===== config.mk =====
export PLATFORM = sky130hd
export DESIGN_NAME = dmc_top
export DESIGN_NICKNAME = d
export VERILOG_FILES = /design/src/rtl/dmc_mode_decode.v /design/src/rtl/dmc_pace.v /design/src/rtl/dmc_top.v
export VERILOG_INCLUDE_DIRS = /design/src /design/src/rtl
export SDC_FILE = /design/constraint.sdc
export NUM_CORES = 1
export LEC_CHECK = 0
export ABC_AREA = 1
export BUFFER_PORTS_ARGS = -buffer_cell sky130_fd_sc_hd__buf_2
export CAP_MARGIN = 15
export CORE_MARGIN = 4
export CORE_UTILIZATION = 50
export CTS_BUF_LIST = sky130_fd_sc_hd__clkbuf_16
export DETAILED_ROUTE_END_ITERATION = 7
export PLACE_DENSITY = 0.9
export SLEW_MARGIN = 10
export SYNTH_ARGS = -nofsm -noshare
export SYNTH_HDL_FRONTEND = slang
export SYNTH_HIERARCHICAL = 1
export SYNTH_SLANG_ARGS = --single-unit
export TNS_END_PERCENT = 50

===== constraint.sdc =====
create_clock -name CLK_IN -period 1.7 [get_ports CLK_IN]
set_input_delay 0 -clock CLK_IN [delete_from_list [all_inputs] [get_ports CLK_IN]]
set_output_delay 0 -clock CLK_IN [all_outputs]
set_load 0.02 [all_outputs]

===== src/rtl/dmc_defines.vh =====
// Constants for the DMA enable/status and channel 0 mode block.
// Assumes inclusion by the design files of this block only.
`ifndef DMC_DEFINES_VH
`define DMC_DEFINES_VH

// ----------------------------------------
// Register addresses
// ----------------------------------------
`define DMC_ADDR_STATUS     8'h30
`define DMC_ADDR_MODE       8'h31

// ----------------------------------------
// Status register fields
// ----------------------------------------
`define DMC_ST_CH1_EN       7
`define DMC_ST_CH0_EN       6
`define DMC_ST_CH1_GUARD    5
`define DMC_ST_CH0_GUARD    4
`define DMC_ST_CH1_IE       3
`define DMC_ST_CH0_IE       2
`define DMC_ST_MASTER       0

// ----------------------------------------
// Mode register fields
// ----------------------------------------
`define DMC_MD_DST_HI       5
`define DMC_MD_DST_LO       4
`define DMC_MD_SRC_HI       3
`define DMC_MD_SRC_LO       2
`define DMC_MD_TIMING       1
`define DMC_MODE_MASK       8'h3e
`define DMC_MODE_RESET      8'h00

// ----------------------------------------
// Mode field encodings
// ----------------------------------------
`define DMC_AM_INC          2'h0
`define DMC_AM_DEC          2'h1
`define DMC_AM_FIX          2'h2
`define DMC_AM_IO           2'h3

`endif


===== src/rtl/dmc_mode_decode.v =====
// Channel 0 mode decoder: address step and memory/I/O selection.
// Assumes a mode field value from the mode register.
`include "dmc_defines.vh"

module dmc_mode_decode (
  input  wire [1:0] mode_in,
  output wire       is_io_out,
  output wire       inc_out,
  output wire       dec_out
);

  // ----------------------------------------
  // Decode
  // ----------------------------------------
  assign is_io_out = (mode_in == `DMC_AM_IO);
  assign inc_out   = (mode_in == `DMC_AM_INC);
  assign dec_out   = (mode_in == `DMC_AM_DEC);

endmodule // dmc_mode_decode


===== src/rtl/dmc_pace.v =====
// Channel 0 pacing: decides each cycle whether a byte transfer may start.
// Assumes one transfer cycle per grant; the caller holds the bus between.
`include "dmc_defines.vh"

module dmc_pace (
  input  wire clk_in,
  input  wire rstn_in,
  input  wire active_in,
  input  wire io_mode_in,
  input  wire burst_in,
  input  wire request_in,
  input  wire xfer_in,
  output wire go_out,
  output wire bus_hold_out
);

  reg steal_gap_reg;
  reg steal_gap_next;

  // ----------------------------------------
  // Cycle-steal gap
  // ----------------------------------------
  // One CPU cycle follows each stolen transfer
  always @* begin
    steal_gap_next = 1'b0;
    if (active_in && !io_mode_in && !burst_in && xfer_in) begin
      steal_gap_next = 1'b1;
    end
  end

  always @(posedge clk_in or negedge rstn_in) begin
    if (!rstn_in) begin
      steal_gap_reg <= 1'b0;
    end else begin
      steal_gap_reg <= steal_gap_next;
    end
  end

  // I/O uses the request; memory ignores it and uses timing bit
  assign go_out = active_in &&
                  (io_mode_in ? request_in
                              : (burst_in || !steal_gap_reg));

  // Burst keeps the bus until completion
  assign bus_hold_out = active_in && !io_mode_in && burst_in;

endmodule // dmc_pace


===== src/rtl/dmc_top.v =====
// DMA enable/status and channel 0 mode registers with channel 0 pacing.
// Assumes a synchronous internal I/O bus: one-cycle write strobe, read
// data sampled the cycle after the read strobe. Byte counters live
// outside; they report reaching zero as one-cycle pulses.
`include "dmc_defines.vh"

module dmc_top (
  input  wire       CLK_IN,
  input  wire       RSTN_IN,
  input  wire [7:0] ADDR_IN,
  input  wire [7:0] WDATA_IN,
  input  wire       WR_IN,
  input  wire       RD_IN,
  input  wire       NMI_IN,
  input  wire       CH0_COUNT_ZERO_IN,
  input  wire       CH1_COUNT_ZERO_IN,
  input  wire       CH0_REQUEST_IN,
  input  wire       CH0_XFER_DONE_IN,
  output reg  [7:0] RDATA_OUT,
  output wire       CH0_ACTIVE_OUT,
  output wire       CH1_ACTIVE_OUT,
  output wire       CH0_GO_OUT,
  output wire       CH0_BUS_HOLD_OUT,
  output wire       CH0_IRQ_OUT,
  output wire       CH1_IRQ_OUT,
  output wire       CH0_SRC_IO_OUT,
  output wire       CH0_SRC_INC_OUT,
  output wire       CH0_SRC_DEC_OUT,
  output wire       CH0_DST_IO_OUT,
  output wire       CH0_DST_INC_OUT,
  output wire       CH0_DST_DEC_OUT,
  output wire       CH0_MODE_VALID_OUT
);

  // ----------------------------------------
  // State
  // ----------------------------------------
  reg        ch0_enable_reg;
  reg        ch0_enable_next;
  reg        ch1_enable_reg;
  reg        ch1_enable_next;
  reg        ch0_done_irq_enable_reg;
  reg        ch0_done_irq_enable_next;
  reg        ch1_done_irq_enable_reg;
  reg        ch1_done_irq_enable_next;
  reg        dma_master_enable_reg;
  reg        dma_master_enable_next;
  reg  [7:0] mode_reg;
  reg  [7:0] mode_next;
  reg  [7:0] rdata_next;

  wire       wr_status;
  wire       wr_mode;
  wire       ch0_guard_open;
  wire       ch1_guard_open;
  wire       ch0_set;
  wire       ch1_set;
  wire [1:0] ch0_dest_mode;
  wire [1:0] ch0_src_mode;
  wire       mem_transfer_timing;
  wire       ch0_io_mode;
  wire [7:0] status_view;

  assign wr_status = WR_IN && (ADDR_IN == `DMC_ADDR_STATUS);
  assign wr_mode   = WR_IN && (ADDR_IN == `DMC_ADDR_MODE);

  // Guard bit written as zero opens the enable bit
  assign ch0_guard_open = wr_status && !WDATA_IN[`DMC_ST_CH0_GUARD];
  assign ch1_guard_open = wr_status && !WDATA_IN[`DMC_ST_CH1_GUARD];
  assign ch0_set = ch0_guard_open && WDATA_IN[`DMC_ST_CH0_EN];
  assign ch1_set = ch1_guard_open && WDATA_IN[`DMC_ST_CH1_EN];

  assign ch0_dest_mode       = mode_reg[`DMC_MD_DST_HI:`DMC_MD_DST_LO];
  assign ch0_src_mode        = mode_reg[`DMC_MD_SRC_HI:`DMC_MD_SRC_LO];
  assign mem_transfer_timing = mode_reg[`DMC_MD_TIMING];

  // ----------------------------------------
  // Enable bits
  // ----------------------------------------
  // A software write wins over a same-cycle count-zero clear,
  // since rewriting one is how software restarts the channel.
  always @* begin
    ch0_enable_next = ch0_enable_reg;
    if (CH0_COUNT_ZERO_IN) begin
      ch0_enable_next = 1'b0;
    end
    if (ch0_guard_open) begin
      ch0_enable_next = WDATA_IN[`DMC_ST_CH0_EN];
    end
  end

  always @* begin
    ch1_enable_next = ch1_enable_reg;
    if (CH1_COUNT_ZERO_IN) begin
      ch1_enable_next = 1'b0;
    end
    if (ch1_guard_open) begin
      ch1_enable_next = WDATA_IN[`DMC_ST_CH1_EN];
    end
  end

  // ----------------------------------------
  // Master enable
  // ----------------------------------------
  // Not directly writable. Enable write beats NMI in the same cycle,
  // so a resume is never lost.
  always @* begin
    dma_master_enable_next = dma_master_enable_reg;
    if (NMI_IN) begin
      dma_master_enable_next = 1'b0;
    end
    if (ch0_set || ch1_set) begin
      dma_master_enable_next = 1'b1;
    end
  end

  // ----------------------------------------
  // Interrupt enables and mode register
  // ----------------------------------------
  always @* begin
    ch0_done_irq_enable_next = ch0_done_irq_enable_reg;
    ch1_done_irq_enable_next = ch1_done_irq_enable_reg;
    if (wr_status) begin
      ch0_done_irq_enable_next = WDATA_IN[`DMC_ST_CH0_IE];
      ch1_done_irq_enable_next = WDATA_IN[`DMC_ST_CH1_IE];
    end
  end

  always @* begin
    mode_next = mode_reg;
    if (wr_mode) begin
      mode_next = WDATA_IN & `DMC_MODE_MASK;
    end
  end

  always @(posedge CLK_IN or negedge RSTN_IN) begin
    if (!RSTN_IN) begin
      ch0_enable_reg          <= 1'b0;
      ch1_enable_reg          <= 1'b0;
      ch0_done_irq_enable_reg <= 1'b0;
      ch1_done_irq_enable_reg <= 1'b0;
      dma_master_enable_reg   <= 1'b0;
      mode_reg                <= `DMC_MODE_RESET;
      RDATA_OUT               <= 8'h00;
    end else begin
      ch0_enable_reg          <= ch0_enable_next;
      ch1_enable_reg          <= ch1_enable_next;
      ch0_done_irq_enable_reg <= ch0_done_irq_enable_next;
      ch1_done_irq_enable_reg <= ch1_done_irq_enable_next;
      dma_master_enable_reg   <= dma_master_enable_next;
      mode_reg                <= mode_next;
      RDATA_OUT               <= rdata_next;
    end
  end

  // ----------------------------------------
  // Read back
  // ----------------------------------------
  // Guard bits hold nothing; unused bit 1 reads zero
  assign status_view = {ch1_enable_reg, ch0_enable_reg, 1'b1, 1'b1,
                        ch1_done_irq_enable_reg, ch0_done_irq_enable_reg,
                        1'b0, dma_master_enable_reg};

  always @* begin
    rdata_next = RDATA_OUT;
    if (RD_IN) begin
      case (ADDR_IN)
        `DMC_ADDR_STATUS: rdata_next = status_view;
        `DMC_ADDR_MODE:   rdata_next = mode_reg;
        default:          rdata_next = 8'h00;
      endcase
    end
  end

  // ----------------------------------------
  // Channel activity and interrupts
  // ----------------------------------------
  assign CH0_ACTIVE_OUT = ch0_enable_reg && dma_master_enable_reg;
  assign CH1_ACTIVE_OUT = ch1_enable_reg && dma_master_enable_reg;

  // Levels, held until software re-enables or masks
  assign CH0_IRQ_OUT = !ch0_enable_reg && ch0_done_irq_enable_reg;
  assign CH1_IRQ_OUT = !ch1_enable_reg && ch1_done_irq_enable_reg;

  // ----------------------------------------
  // Mode decode
  // ----------------------------------------
  dmc_mode_decode u_src_decode (
    .mode_in   (ch0_src_mode),
    .is_io_out (CH0_SRC_IO_OUT),
    .inc_out   (CH0_SRC_INC_OUT),
    .dec_out   (CH0_SRC_DEC_OUT)
  );

  dmc_mode_decode u_dst_decode (
    .mode_in   (ch0_dest_mode),
    .is_io_out (CH0_DST_IO_OUT),
    .inc_out   (CH0_DST_INC_OUT),
    .dec_out   (CH0_DST_DEC_OUT)
  );

  // Reserved codes: fixed-memory or I/O destination with fixed/I/O source
  assign CH0_MODE_VALID_OUT = !(ch0_dest_mode[1] && ch0_src_mode[1]);

  assign ch0_io_mode = CH0_SRC_IO_OUT || CH0_DST_IO_OUT;

  // ----------------------------------------
  // Pacing
  // ----------------------------------------
  // Reserved modes never start a transfer
  dmc_pace u_pace (
    .clk_in       (CLK_IN),
    .rstn_in      (RSTN_IN),
    .active_in    (CH0_ACTIVE_OUT && CH0_MODE_VALID_OUT),
    .io_mode_in   (ch0_io_mode),
    .burst_in     (mem_transfer_timing),
    .request_in   (CH0_REQUEST_IN),
    .xfer_in      (CH0_XFER_DONE_IN),
    .go_out       (CH0_GO_OUT),
    .bus_hold_out (CH0_BUS_HOLD_OUT)
  );

endmodule // dmc_top


==> Word level (Yosys, flattened, before mapping) <==
Cells that the tools add are included.
{ "totals": {"ff_bits": 19, "wordCells": 56} }
{ "op_classes": {"n_eq_ne": 6, "muxes": 9, "reduce_logical": 33} }
{ "op_table": {"columns": ["op", "n"], "rows": [
  ["$logic_and A1 B1 Y1", 17],
  ["$eq A8 B6 Y1 const B", 2],
  ["$pmux W8 S2", 1],
  ["$logic_not A1 Y1", 8],
  ["$mux W1", 8],
  ["$reduce_bool A2 Y1", 3],
  ["$eq A2 B1 Y1 const B", 2],
  ["$eq A2 B2 Y1 const B", 2],
  ["$logic_not A2 Y1", 2],
  ["$logic_or A1 B1 Y1", 3]
]} }

==> Longest topological paths before layout <==
Gate-level depths: netlist of the first run.
{ "logic_depth": {"word_depth": 7, "ltp_mapped": 8, "depth_no_buf": 8} }

==> Modules after synthesis <==
The synthesis of the first run kept the hierarchy.
{ "by_module_without_submodules": {"columns": ["module", "n_inst", "cells_per_inst", "area_each_um2", "seq_area_each_um2"], "rows": [
  ["dmc_top", 1, 113, 935.9, 450.4],
  ["dmc_pace", 1, 13, 77.6, 25.0],
  ["dmc_mode_decode", 2, 5, 21.3, 0.0]
]} }

==> Worst setup path before layout of the first run <==
Ideal clock, no wire load.
{ "synth_timing": {"path_type": "flip-flop to output port", "from": "reg mode_reg[5]", "to": "out CH0_BUS_HOLD_OUT", "arrival_ns": 1.325, "required_time_ns": 1.700, "setup_slack_ns": 0.375, "path_stages_with_launch": 7, "cell_sequence": "dfrtp_1 -> nand2_1 -> inv_1 -> or2_2 -> inv_2 -> nand2_1 -> nor2_1"} }
{ "synth_between": {"elab_chain_cells": 5} }
{ "synth_rtl": {"columns": ["item", "line_no", "source"], "rows": [
  ["from (decl)", "dmc_top.v:48", "reg [7:0] mode_reg;"],
  ["from (signal assigned)", "dmc_top.v:143", "mode_reg <= `DMC_MODE_RESET;"],
  ["from (signal assigned)", "dmc_top.v:151", "mode_reg <= mode_next;"],
  ["$eq A2 B2 Y1 (no source line)", null, null],
  ["net CH0_DST_IO_OUT", "dmc_top.v:29", "output wire CH0_DST_IO_OUT,"],
  ["$logic_or A1 B1 Y1", "dmc_top.v:205", "assign ch0_io_mode = CH0_SRC_IO_OUT || CH0_DST_IO_OUT;"],
  ["net ch0_io_mode", "dmc_top.v:61", "wire ch0_io_mode;"],
  ["$logic_not A1 Y1", "dmc_pace.v:45", "assign bus_hold_out = active_in && !io_mode_in && burst_in;"],
  ["$logic_and A1 B1 Y1 (2 in a row)", "dmc_pace.v:45", null],
  ["to (decl)", "dmc_top.v:23", "output wire CH0_BUS_HOLD_OUT,"]
]} }
The timed path passes the listed nets, and every way through them passes these cells.

==> Worst setup path after layout of the first run <==
{ "layout_timing": {"from": "reg mode_reg[3]", "to": "out CH0_GO_OUT"} }
{ "layout_between": {"elab_chain_cells": 4} }
{ "layout_rtl": {"columns": ["item", "line_no", "source"], "rows": [
  ["$eq A2 B2 Y1 (no source line)", null, null],
  ["$logic_or A1 B1 Y1", "dmc_top.v:205", null],
  ["net ch0_io_mode", "dmc_top.v:61", null],
  ["$mux W1", "dmc_pace.v:41", "(io_mode_in ? request_in"],
  ["$logic_and A1 B1 Y1", "dmc_pace.v:40", "assign go_out = active_in &&"],
  ["to (decl)", "dmc_top.v:22", "output wire CH0_GO_OUT,"]
]} }
The timed path passes the listed nets, and every way through them passes these cells.

==> impl_metrics.ini, run 1 <==
[clock_network]
post_cts_buffers = 0
cts_tree = yes
clk_pin_slew_worst_paths_ns = 0.05
cts_buffers = 3
cts.sinks = 19
cts-root-buf = clkbuf_16
h-tree-depth = 1
clock_latency_ns = 0.25
clockBufferDepth = 2

[timing]
layout_min_cycle_time_ns = 1.54
fin_ws_ns = 0.156
setup_tns_ns = 0
rsz0062_at_grt = no
fin_skew_ns = 0.00360
maxSlewViolCount = 0
setup_violations = 0
relSlewSlack = 0.727
period_share = 0.908
hold_viol_final = 0
fmax_mhz = 648
tightestPinTransition_ns = 0.410

[layout]
final_nets = 216
largest_register_ffs = 8
drive_gt1_frac = 0.353
area_growth_pct = 37.8
diodes = 0

[synthesis]
ys_seq_area_frac = 0.450
synth.net_count = 161
syn-cell-area_um2 = 1060
synth-seq-cells = 19
postSynthCellCount = 136
synthTopCellsByArea = dfrtp_1 (45%), nand2_1 (16%), inv_1 (6.4%)
yosys.area.top_type = dfrtp_1
synth_area_per_cell_um2 = 7.76
ys_warn_count = 6
synth_top_cell_area_share = 0.450
synth_cell_types = 19

[worst_hold_path]
hold_class = in -> reg

[detailed_routing]
viasPerCell = 4.83
dr.pass1.iters = 4
drt_wl_total_um = 2590
via_count = 1048
drt_iter0_drc = 33
drcViolationCount = 0
ant_nets = 0
wire_per_inst_um = 11.9

[worst_setup_path]
crit_family = simple AND/OR/NAND/NOR gates
endpoint_kind = primary output
cp-start-kind = flop
crit_fanout = 7
critPathSlowestCell = dfrtp_1
critical-path-max-stage-delay_ns = 0.45
critical_path_class = reg -> out
cp.buffers_inverters = 2
cp_common_cell = nand2_1
crit_arrival_ns = 1.54
crit_chain = nand2_1 -> inv_1 -> or2_2 -> nand2_1 -> nand2_1 -> nor2_2 -> buf_2
required_ns = 1.70

[place]
hpwl_um = 1940
pre_cts_ws_ns = 0.429
io_buffers = 44
gp_congestion = 0.846

[die]
initial_core_util = 0.533
io_pins = 46
dieWidth_um = 54.0
rows = 16
dieArea_um2 = 2910
die-height_um = 54.0
core_area_um2 = 1980

[global_route]
grt_pass1_vias = 976
track_usage = 0.202
grt_pass1_wl_um = 4160
antenna_found_initial = 0
grt_max_degree = 20
grt_overflow = 0

[outcome]
status = finished, final reports clean

[power_and_ir_drop]
clock_power_share = 0.439
powerDensity_nw_per_um2 = 759
p_int_uw = 837
vdd_drop_max_v = 0.000813
p_sw_frac = 0.243
p_seq_frac = 0.433
p_switching_uw = 268
p_leak_nw = 0.917
comb_power_share = 0.129

[job]
maxCapViolations = 0
-- final timing paths --
kind,startpoint,endpoint,slack [ns],cells past startpoint
max,mode_reg[3]$_DFFE_PN0P_,CH0_GO_OUT,0.16,7
min,CH1_COUNT_ZERO_IN,ch1_enable_reg$_DFFE_PN0P_,0.0004,4
max reg2reg,mode_reg[3]$_DFFE_PN0P_,u_pace/steal_gap_reg$_DFF_PN0_,0.49,6
min reg2reg,RDATA_OUT[3]$_DFFE_PN0P_,RDATA_OUT[3]$_DFFE_PN0P_,0.48,2
max in group asynchronous,RSTN_IN,ch0_done_irq_enable_reg$_DFFE_PN0P_,1.19,2
min in group asynchronous,RSTN_IN,mode_reg[3]$_DFFE_PN0P_,0.22,2
-- timing repair --
action                     4_1_cts  5_1_grt
hold endpoints to repair        26        0
hold buffers                     7        0
setup endpoints to repair        0        0
gates resized for setup          0        0
-- power groups by stage --
stage | Clock (mW) | Sequential (mW) | Combinational [mW]
6_report | 0.485 | 0.478 | 0.142
5_1_grt | 0.509 | 0.481 | 0.157
4_1_cts | 0.490 | 0.478 | 0.143
3_5_place_dp | 0 | 0.486 | 0.128
3_3_place_gp | 0 | 0.485 | 0.124
2_1_floorplan | 0 | 0.488 | 0.0643
-- per-stage QoR --
step           power (mW)  utilization  hold WS (ns)  instance area (um^2)  std cells
2_1_floorplan       0.552            -        -0.296                  1060        136
3_3_place_gp        0.610        0.658       -0.0495                  1310        206
3_5_place_dp        0.615        0.658       -0.0419                  1310        206
4_1_cts              1.11        0.734       0.00230                  1460        217
5_1_grt              1.15        0.734        0.0254                  1460        217
6_report             1.11        0.734      0.000412                  1460        217
-- kinds of logic (layout without fill, tap and decap cells) --
group,Yosys count,after routing,synth area share
flip-flops,19,19,0.450
AO/OA/AOI/OAI,11,11,0.0521
AND/OR/NAND/NOR,83,83,0.412
buffers and inverters,23,77,0.0853
-- layer usage --
| layer | track usage | share of wire | vias up |
|---|---|---|---|
| met5 | 0 | 0 | - |
| met4 | 0.0894 | 0.017 | 0 |
| met3 | 0.0332 | 0.077 | 4 |
| met2 | 0.345 | 0.50 | 52 |
| met1 | 0.247 | 0.41 | 468 |
| li1 | - | - | 524 |
-- cell usage in the layout (no fill, tap or decap), drive strengths merged --
cell type    synthesis  final
nor3                 1      1
nand3               12     12
inv                 22     22
nand2               48     48
clkinv               0      1
o21ai                8      8
nand4                2      2
clkbuf               0      3
dlygate4sd3          0      7
or2                  1      1
nor2                19     19
dfrtp               19     19
a21oi                3      3
buf                  1     44
-- synthesized netlist by cell type (all sizes together) --
cell type / instances
a21oi: 3
buf: 1
dfrtp: 19
inv: 22
nand2: 48
nand3: 12
nand4: 2
nor2: 19
nor3: 1
o21ai: 8
or2: 1
-- worst reg2reg max path: cells and delay by family, from the launching register on --
| kind | cells | cell delay, ns |
|---|---|---|
| buffers and inverters | 2 | 0.13 |
| DFF | 1 | 0.45 |
| and+or+nand+nor | 4 | 0.57 |
-- layout make-up --
class,instances,area (um^2)
Clock buffer,3,75.1
Clock inverter,1,5.00
Fill cell,157,527
Inverter,22,85.1
Multi-Input combinational cell,94,490
Sequential cell,19,475
Tap cell,27,33.8
Timing Repair Buffer,51,290
No activity file was read; power rests on OpenSTA's default activity.
==> run 2, diff against run 1 <==
- BUFFER_PORTS_ARGS: -buffer_cell sky130_fd_sc_hd__buf_2 -> default
- CORE_UTILIZATION: 50 -> 65
- CTS_BUF_LIST: sky130_fd_sc_hd__clkbuf_16 -> sky130_fd_sc_hd__clkbuf_8
- DONT_BUFFER_PORTS: default -> 1
- PLACE_DENSITY: 0.9 -> 0.87
- SETUP_SLACK_MARGIN: default -> 0.4
==> run 2 against run 1 <==
Cell count shrank 18%. First-iteration DRC count up 73%. Die area shrank 20%. Sequential power hardly changed. Worst hold slack gained 0.053 ns. Fmax increased by 13%. Non-clock buffer count fell by 29.
==> impl_metrics.ini, run 2 (synthesized netlist as in run 1, its figures left out) <==
[outcome]
status = finished, final reports clean

[layout]
layout_common_cells = nand2_1 (40), dfrtp_1 (17), inv_1 (17), dlygate4sd3_1 (17), nand3_1 (12)
diodes = 0
area_growth_pct = 29.7
largest_register_ffs = 8
fillers = 63
final_nets = 187
final_common_cell = nand2_1
stdcell_area_um2 = 1370
drive_gt1_frac = 0.230

[detailed_routing]
ant_nets = 0
drcViolationCount = 0
dr.pass1.iters = 4
drt_wl_total_um = 2940
drt_iter0_drc = 57
wire_per_inst_um = 16.6
viasPerCell = 5.80
via_count = 1027

[power_and_ir_drop]
powerDensity_nw_per_um2 = 670
vdd_drop_max_v = 0.000502
p_leak_nw = 0.771

[die]
dieWidth_um = 48.3
core_area_um2 = 1520
io_pins = 46
dieArea_um2 = 2330
rows = 14
initial_core_util = 0.693
die-height_um = 48.3

[place]
io_buffers = 0
postPlaceCellArea_um2 = 1070
hpwl_um = 1670
gp_congestion = 0.752

[timing]
period_share = 0.803
rsz0062_at_grt = yes
fmax_mhz = 733
layout_min_cycle_time_ns = 1.37
tightestPinTransition_ns = 0.839
setup_violations = 0
relSlewSlack = 0.439
hold_viol_final = 0
maxSlewViolCount = 0
fin_skew_ns = 0.00529
setup_tns_ns = 0

[worst_hold_path]
hold_end = mode_reg[5]$_DFFE_PN0P_
hold_class = in -> reg
hp-start = WR_IN
min_path_cells = 3

[worst_setup_path]
required_ns = 1.70
timing.rr.end = dma_master_enable_reg$_DFFE_PN0P_
cp_common_cell = nand2_2
critical-path-max-stage-delay_ns = 0.40
crit_arrival_ns = 1.37
critical_path_class = reg -> out
crit_chain = nand2_2 -> inv_4 -> or2_4 -> nand2_2 -> nand2_2 -> nor2_4
endpoint_kind = primary output
r2r_start = dma_master_enable_reg$_DFFE_PN0P_
cp-start-kind = flop
cp.buffers_inverters = 1
critPathSlowestCell = dfrtp_1
crit_fanout = 2
reg2regPathDepth = 3
crit_family = simple AND/OR/NAND/NOR gates
rrSetupSlack_ns = 0.39

[clock_network]
cts-root-buf = clkbuf_8
cts_tree = yes
cts_buffers = 3
h-tree-depth = 1
clockBufferDepth = 2
clock_latency_ns = 0.25
cts.sinks = 19
clk_pin_slew_worst_paths_ns = 0.08

[job]
maxCapViolations = 0

[global_route]
grt_overflow = 0
grt_pass1_wl_um = 4820
track_usage = 0.261
grt_pass1_vias = 1037
grt_max_degree = 20
antenna_found_initial = 0
-- run 2: cell types whose count changed in the layout (fill, tap and decap cells not counted), sizes merged --
cell         before  now
inv              22   23
clkinv            1    0
dlygate4sd3       7   17
buf              44    5
-- run 2: worst min-delay path: cells and delay by family --
kind / cells / cell delay, ns
AO/OA/AOI/OAI: 1 / 0.14
buffers and inverters: 1 / 0.08
AND/OR/NAND/NOR: 1 / 0.06
-- run 2: cell type report --
type | count | area (um^2) | share of cell area
clock inverter | 1 | 3.75 | 0.00274
sequential | 19 | 478 | 0.349
inverter | 22 | 90.1 | 0.0658
multi-input combinational | 94 | 529 | 0.386
tap | 16 | 20.0 | 0.0146
timing repair buffer | 22 | 208 | 0.152
clock buffer | 3 | 41.3 | 0.0301
-- run 2: metal layers --
metal / global-route usage / up-vias / part of all wire
met1: 0.296 / 472 / 0.35
met4: 0.101 / 0 / 0.032
met3: 0.0644 / 10 / 0.095
met2: 0.463 / 75 / 0.52
met5: 0 / - / 0
li1: - / 470 / -
-- run 2: how the worst max path moves through the flow --
| stage | to | slack [ns] | startpoint | cells after the start |
|---|---|---|---|---|
| global route | CH0_GO_OUT | 0.28 | mode_reg[4]$_DFFE_PN0P_ | 6 |
| global placement | CH0_GO_OUT | 0.39 | mode_reg[5]$_DFFE_PN0P_ | 6 |
| detailed placement | CH0_BUS_HOLD_OUT | 0.37 | mode_reg[5]$_DFFE_PN0P_ | 6 |
| CTS | CH0_BUS_HOLD_OUT | 0.35 | mode_reg[3]$_DFFE_PN0P_ | 6 |
| floorplan | CH0_GO_OUT | 0.44 | mode_reg[5]$_DFFE_PN0P_ | 6 |
| finish | CH0_GO_OUT | 0.33 | mode_reg[4]$_DFFE_PN0P_ | 6 |
-- run 2: what timing repair did --
action                                  4_1_cts  5_1_grt
gates resized for setup                      13        3
endpoints found under the setup margin        2        4
pin swaps                                     4        5
hold endpoints to repair                     38        0
hold buffers                                 17        0
setup buffers                                 4        1
-- run 2: stage by stage --
step | utilization | hold slack (ns) | total power, mW | setup WS (ns) | cells
3_5_place_dp | 0.704 | -0.295 | 0.561 | 0.366 | 151
3_3_place_gp | 0.704 | -0.295 | 0.558 | 0.390 | 151
5_1_grt | 0.899 | 0.0853 | 0.950 | 0.277 | 177
4_1_cts | 0.889 | 0.0464 | 0.903 | 0.349 | 176
2_1_floorplan | - | -0.296 | 0.553 | 0.443 | 136
6_report | 0.899 | 0.0534 | 0.918 | 0.335 | 177
-- run 2: where the power goes --
part	internal (mW)	switching, mW
Combinational	0.0448	0.0830
Sequential	0.465	0.0138
Clock	0.160	0.151
Total	0.670	0.247
